[src/hdl/uism_params.svh]
// Register offsets, field positions, reset values and timing counts for the status/mask block
`ifndef UISM_PARAMS_SVH
`define UISM_PARAMS_SVH
`define UISM_OFF_CH0        12'h214
`define UISM_OFF_CH1        12'h254
`define UISM_OFF_CH2        12'h294
`define UISM_OFF_AUX_CTRL   12'h210
`define UISM_OFF_PORT_CHG   12'h204
`define UISM_BIT_COS        7
`define UISM_BIT_DB         2
`define UISM_BIT_RXRDY      1
`define UISM_BIT_TRANSMIT_READY      0
`define UISM_BIT_IEC        0
`define UISM_BIT_PC_COS     4
`define UISM_BIT_PC_CTS     0
`define UISM_RESET_VAL      8'h00
`define UISM_CLK_HZ         20000000
`define UISM_FILTER_NS      25000
`define UISM_FILTER_CYCLES  ((`UISM_FILTER_NS * (`UISM_CLK_HZ / 1000000) + 999) / 1000)
`endif

[src/hdl/uism_pkg.sv]
// Types shared by the status/mask block
package uism_pkg;
    typedef struct packed {
        logic        rd;
        logic        wr;
        logic [11:0] addr;
        logic [7:0]  wdata;
    } uism_bus_s;
    typedef struct packed {
        logic transmit_ready;
        logic receive_ready_or_fifo_full;
        logic break_change;
        logic reset_break_change;
    } uism_src_s;
endpackage

[src/hdl/uism_irq.sv]
// Interrupt status, mask and auxiliary control of one serial channel
// Function
// Interrupt asserts when status and mask both set
// Cleared mask hides status, status kept
// Shared address: read status, write mask
// Status shows true source regardless of mask
// Module reset clears all status bits; the code clears change and delta break, ready bits 1-0 stay live
// Status and mask read zero after reset; the code keeps status ready bits 1-0 live
// Enable bit zero blocks change flag to status
// Enable bit one passes change, may interrupt
// Software writes zero to aux bits 7-1
// Break start/end sets delta break; command clears
// Reading port change register clears change flag
// Clear-to-send change needs filtered persistent level
// Ready bits follow live source, same masking
`include "uism_params.svh"
module uism_irq #(
    parameter logic [11:0] CH_OFFSET     = `UISM_OFF_CH0,
    parameter int          FILTER_CYCLES = `UISM_FILTER_CYCLES
) (
    // Clock and reset
    input  wire logic                  i_core_clk,
    input  wire logic                  i_reset_n,
    // Register access
    input  wire uism_pkg::uism_bus_s   i_bus,
    output logic [7:0]                 o_rdata,
    // Channel sources
    input  wire uism_pkg::uism_src_s   i_src,
    input  wire logic                  i_clear_to_send_input_n,
    // Interrupt
    output logic                       o_irq
);
    import uism_pkg::*;

    logic [7:0]  mask_reg;
    logic        iec_reg;
    logic        cos_reg;
    logic        db_reg;
    logic        cts_meta_reg;
    logic        cts_sync_reg;
    logic        cts_stable_reg;
    logic [15:0] filt_cnt_reg;
    logic [7:0]  rdata_reg;
    logic [15:0] filt_cnt_next;
    wire         sel_ism   = (i_bus.addr == CH_OFFSET);
    wire         sel_aux   = (i_bus.addr == `UISM_OFF_AUX_CTRL);
    wire         sel_pc    = (i_bus.addr == `UISM_OFF_PORT_CHG);
    wire         wr_mask   = i_bus.wr && sel_ism;
    wire         wr_aux    = i_bus.wr && sel_aux;
    wire         rd_pc     = i_bus.rd && sel_pc;
    wire         differ    = (cts_sync_reg != cts_stable_reg);
    wire         filt_done = differ && (filt_cnt_reg == 16'(FILTER_CYCLES - 1));
    wire         cos_set   = filt_done;
    wire [7:0]   status;
    wire [7:0]   pc_view;
    wire [7:0]   rd_mux;

    // Status view: change bit gated by enable, ready bits live
    assign status = {(cos_reg && iec_reg), 4'h0, db_reg,
                     i_src.receive_ready_or_fifo_full,
                     i_src.transmit_ready};
    assign pc_view = {3'h0, cos_reg, 3'h0, cts_stable_reg};
    // Read selection
    assign rd_mux = sel_ism ? status :
                    sel_aux ? {7'h00, iec_reg} :
                    sel_pc  ? pc_view : 8'h00;
    // Filter counter restarts whenever input matches stable level
    assign filt_cnt_next = (!differ || filt_done) ? 16'h0000 : filt_cnt_reg + 16'h0001;

    // Interrupt combines status with mask
    assign o_irq = |(status & mask_reg);

    // Input synchroniser and filter
    always_ff @(posedge i_core_clk) begin
        if (!i_reset_n) begin
            cts_meta_reg   <= 1'b1;
            cts_sync_reg   <= 1'b1;
            cts_stable_reg <= 1'b1;
            filt_cnt_reg   <= 16'h0000;
        end else begin
            cts_meta_reg   <= i_clear_to_send_input_n;
            cts_sync_reg   <= cts_meta_reg;
            filt_cnt_reg   <= filt_cnt_next;
            if (filt_done) begin
                cts_stable_reg <= cts_sync_reg;
            end
        end
    end

    // Change flag: set wins over read clear
    always_ff @(posedge i_core_clk) begin
        if (!i_reset_n) begin
            cos_reg <= 1'b0;
        end else if (cos_set) begin
            cos_reg <= 1'b1;
        end else if (rd_pc) begin
            cos_reg <= 1'b0;
        end
    end

    // Delta break: set wins over command clear
    always_ff @(posedge i_core_clk) begin
        if (!i_reset_n) begin
            db_reg <= 1'b0;
        end else if (i_src.break_change) begin
            db_reg <= 1'b1;
        end else if (i_src.reset_break_change) begin
            db_reg <= 1'b0;
        end
    end

    // Mask, aux control and read data
    always_ff @(posedge i_core_clk) begin
        if (!i_reset_n) begin
            mask_reg  <= `UISM_RESET_VAL;
            iec_reg   <= 1'b0;
            rdata_reg <= 8'h00;
        end else begin
            if (wr_mask) begin
                mask_reg <= i_bus.wdata & 8'h87;
            end
            if (wr_aux) begin
                iec_reg <= i_bus.wdata[`UISM_BIT_IEC];
            end
            rdata_reg <= i_bus.rd ? rd_mux : 8'h00;
        end
    end

    assign o_rdata = rdata_reg;
endmodule

[config.mk]
export PLATFORM = sky130hd
export DESIGN_NAME = uism_irq
export DESIGN_NICKNAME = d
export VERILOG_FILES = /design/src/hdl/uism_pkg.sv /design/src/hdl/uism_irq.sv
export VERILOG_INCLUDE_DIRS = /design/src /design/src/hdl
export SDC_FILE = /design/constraint.sdc
export NUM_CORES = 1
export LEC_CHECK = 0
export CAP_MARGIN = 20
export CORE_MARGIN = 4
export CORE_UTILIZATION = 60
export DETAILED_ROUTE_END_ITERATION = 10
export DONT_BUFFER_PORTS = 1
export GPL_TIMING_DRIVEN = 0
export PLACE_DENSITY = 0.76
export SETUP_SLACK_MARGIN = 0.4
export SYNTH_ARGS = -nofsm -noshare
export SYNTH_HDL_FRONTEND = slang
export SYNTH_SLANG_ARGS = --single-unit
[constraint.sdc]
create_clock -name i_core_clk -period 1.7 [get_ports i_core_clk]
set_clock_uncertainty 0.1 [all_clocks]
set_input_delay 0.17 -clock i_core_clk [delete_from_list [all_inputs] [get_ports i_core_clk]]
set_output_delay 0.17 -clock i_core_clk [all_outputs]
set_load 0.005 [all_outputs]
==> qor.csv <==
stage,metric,value,unit
run_status,outcome,completed,
worst_setup_path,worst_r2r_path_depth,7,
synthesis,synth-edff-count,0,
drt,drt-pass1-iter-count,5,
drt,drt_iter0_drc,55,
drt,vias,1202,
worst_setup_path,startpoint_type,flop,
timing,fmax,0.648,GHz
worst_setup_path,arrival,1.68,ns
worst_setup_path,path_max_fanout,5,
place,globalplace.congestion,0.826,
drt,wirelength,3390,um
timing,rsz0062_at_grt,true,
synthesis,yosysWarnings,0,
worst_setup_path,worstPathRequired,1.83,ns
die,dieArea,0.00311,mm^2
grt,grt_usage,0.224,
pwr,p_sw_frac,0.210,
run,max-cap-violations,0,
timing,finalSetupViolations,0,
drt,via_per_inst,5.81,
final_layout,largest_register_ffs,16,
pwr,power.leakage,0.665,nW
clock_tree,clk_pin_slew,0.09,ns
synthesis,ys.flop_type,dfxtp_1,
clock_tree,cts_sinks,31,
timing,totalNegativeSetupSlack,0,ns
pwr,p_total,1.42,mW
grt,grt_pass1_wl,5490,um
timing,finalHoldViolCount,0,
place,port_buffers,0,
pwr,p_seq_frac,0.518,
worst_setup_path,crit_type,flop to flop,
pwr,p_per_area,768,mW/mm^2
drt,ant_nets,0,
clock_tree,clockBufferDepth,2,
die,num_rows,17,
drt,wl_per_cell,16.4,um
grt,grt_pass1_vias,1266,
die,core,0.00219,mm^2
pwr,internal_power,1.12,mW
synthesis,ys_seq_area_frac,0.453,
die,start_util,0.626,
grt,overflow,0,
clock_tree,cts_tree,yes,
synthesis,netlist_area,0.00137,mm^2
drt,drcViolationCount,0,
pwr,comb_power_share,0.049,
synthesis,ys_ff_latch,31,
synthesis,syn_area_per_cell,9.39,um^2
synthesis,netlist_instances,146,
worst_hold_path,hold_depth,3,
die,ios,38,
final_layout,diodes,0,
final_layout,area_growth,34.4,%
pwr,clock_power_share,0.433,
final_layout,layout.nets,208,
die,fp.dieH,55.8,um
final_layout,drive_gt1_frac,0.341,
grt,antenna_found_initial,0,
worst_setup_path,end_kind,flop,
worst_hold_path,min_path_type,primary input to flop,
timing,min_period,1.54,ns
synthesis,yosysUniqueCellTypes,35,
synthesis,async_reset_ff_frac,0,
timing,drv_slew,0,
clock_tree,numCtsBuffers,5,
clock_tree,insertion_delay,0.35,ns
clock_tree,cts_root_buf,clkbuf_4,
grt,grt_start_max_net_pins,11,
timing,period_share,0.908,
place,dp_hpwl,1920,um
clock_tree,h-tree-depth,2,
pwr,switching_power,297,uW
die,die_x,55.8,um
pwr,ir_drop,835,uV
## path summary, 6_finish.rpt
kind / to / slack [ns] / startpoint
hold / removal: o_rdata[4]$_SDFF_PP0_ / 0.02 / i_bus[16]
setup / recovery: filt_cnt_reg[4]$_SDFF_PP0_ / 0.16 / filt_cnt_reg[0]$_SDFF_PP0_
hold reg to reg: cts_sync_reg$_SDFF_PN1_ / 0.35 / cts_meta_reg$_SDFF_PN1_
setup reg to reg: filt_cnt_reg[4]$_SDFF_PP0_ / 0.16 / filt_cnt_reg[0]$_SDFF_PP0_
## layout make-up
class | count | area [um^2]
clock buffer | 6 | 51.3
timing repair buffer | 23 | 216
tap | 28 | 35.0
buffer | 6 | 48.8
sequential | 31 | 631
multi-input combinational | 105 | 803
fill | 128 | 348
clock inverter | 2 | 35.0
inverter | 6 | 22.5
## Yosys cell counts (3+ instances only)
library cell	instances	area, um^2
buf_4	3	22.5
nand2_1	6	22.5
nor2_1	19	71.3
xor2_1	3	26.3
nand4_1	9	56.3
mux2i_1	7	70.1
and2_1	3	18.8
nor3_1	5	25.0
xnor2_1	10	87.6
dfxtp_1	31	621
nor4_1	4	25.0
nor2b_1	8	50.1
nand3_1	7	35.0
inv_1	6	22.5
## critical path, cell delays in order (launching register included)
cell and delay, ns:
dfxtp_2 0.36, ha_4 0.13, nor4bb_1 0.21, nand4b_1 0.17, buf_4 0.18, nand3_4 0.11
buf_6 0.14, nor2_2 0.03
## routing by layer
metal | GRT usage | vias to the layer above | routed length [um]
met2 | 0.414 | 54 | 1830
met4 | 0.0938 | 0 | 97
met5 | 0 | - | 0
li1 | - | 571 | -
met1 | 0.231 | 567 | 1190
met3 | 0.0673 | 10 | 270
## kinds of logic (layout without fill, tap and decap cells)
logic type               count (synthesis)  after routing  synth area share
AND/OR/NAND/NOR                         72             72             0.303
flip-flops                              31             31             0.453
other                                    1              3           0.00273
XOR/XNOR                                13             13            0.0830
AO/OA/AOI/OAI                            9              9            0.0465
adder cells (fa/ha/maj)                  1              1           0.00912
multiplexers                             7              7            0.0511
buffers and inverters                   12             43            0.0520
## cell usage in the layout, fill, tap and decap left out, types with 2 or more instances in the layout
cell type,count
and2_1,3
dfxtp_2,8
buf_6,3
nor3_2,3
dlygate4sd3_1,11
buf_4,13
nand2_1,6
inv_1,6
nor2b_1,7
xnor2_1,10
mux2i_1,7
clkbuf_4,5
dfxtp_1,23
nand3_1,6
conb_1,3
nor4b_1,2
nor2_1,8
nor4_2,3
nand2b_1,2
nor2_2,11
xor2_1,3
nand4_1,9
nor3_1,2
## repair_timing
item                                    CTS  global route
hold endpoints to repair                 27             0
endpoints found under the setup margin   19            20
resized for setup                         9            24
pin swaps                                10             5
gates cloned                              1             0
buffers inserted                          8             3
hold buffers                             11             0
## power by group through the flow
stage                     logic (mW)  registers [mW]  clock network (mW)
after global routing          0.0750           0.734               0.659
after floorplan               0.0310           0.749                   0
final                         0.0693           0.733               0.613
after CTS                     0.0659           0.733               0.616
after detailed placement      0.0360           0.750                   0
after global placement        0.0342           0.750                   0
## through the flow
stage	util	hold slack [ns]	std cells	area [um^2]	setup WS [ns]
2_1_floorplan	-	0.143	148	1400	0.296
3_3_place_gp	0.655	0.147	176	1440	0.103
3_5_place_dp	0.655	0.153	176	1440	0.115
4_1_cts	0.795	-0.0148	204	1740	0.170
5_1_grt	0.841	-0.000647	207	1840	0.0889
6_report	0.841	0.0177	207	1840	0.156
Note: power is estimated with default switching activity, not from simulation.
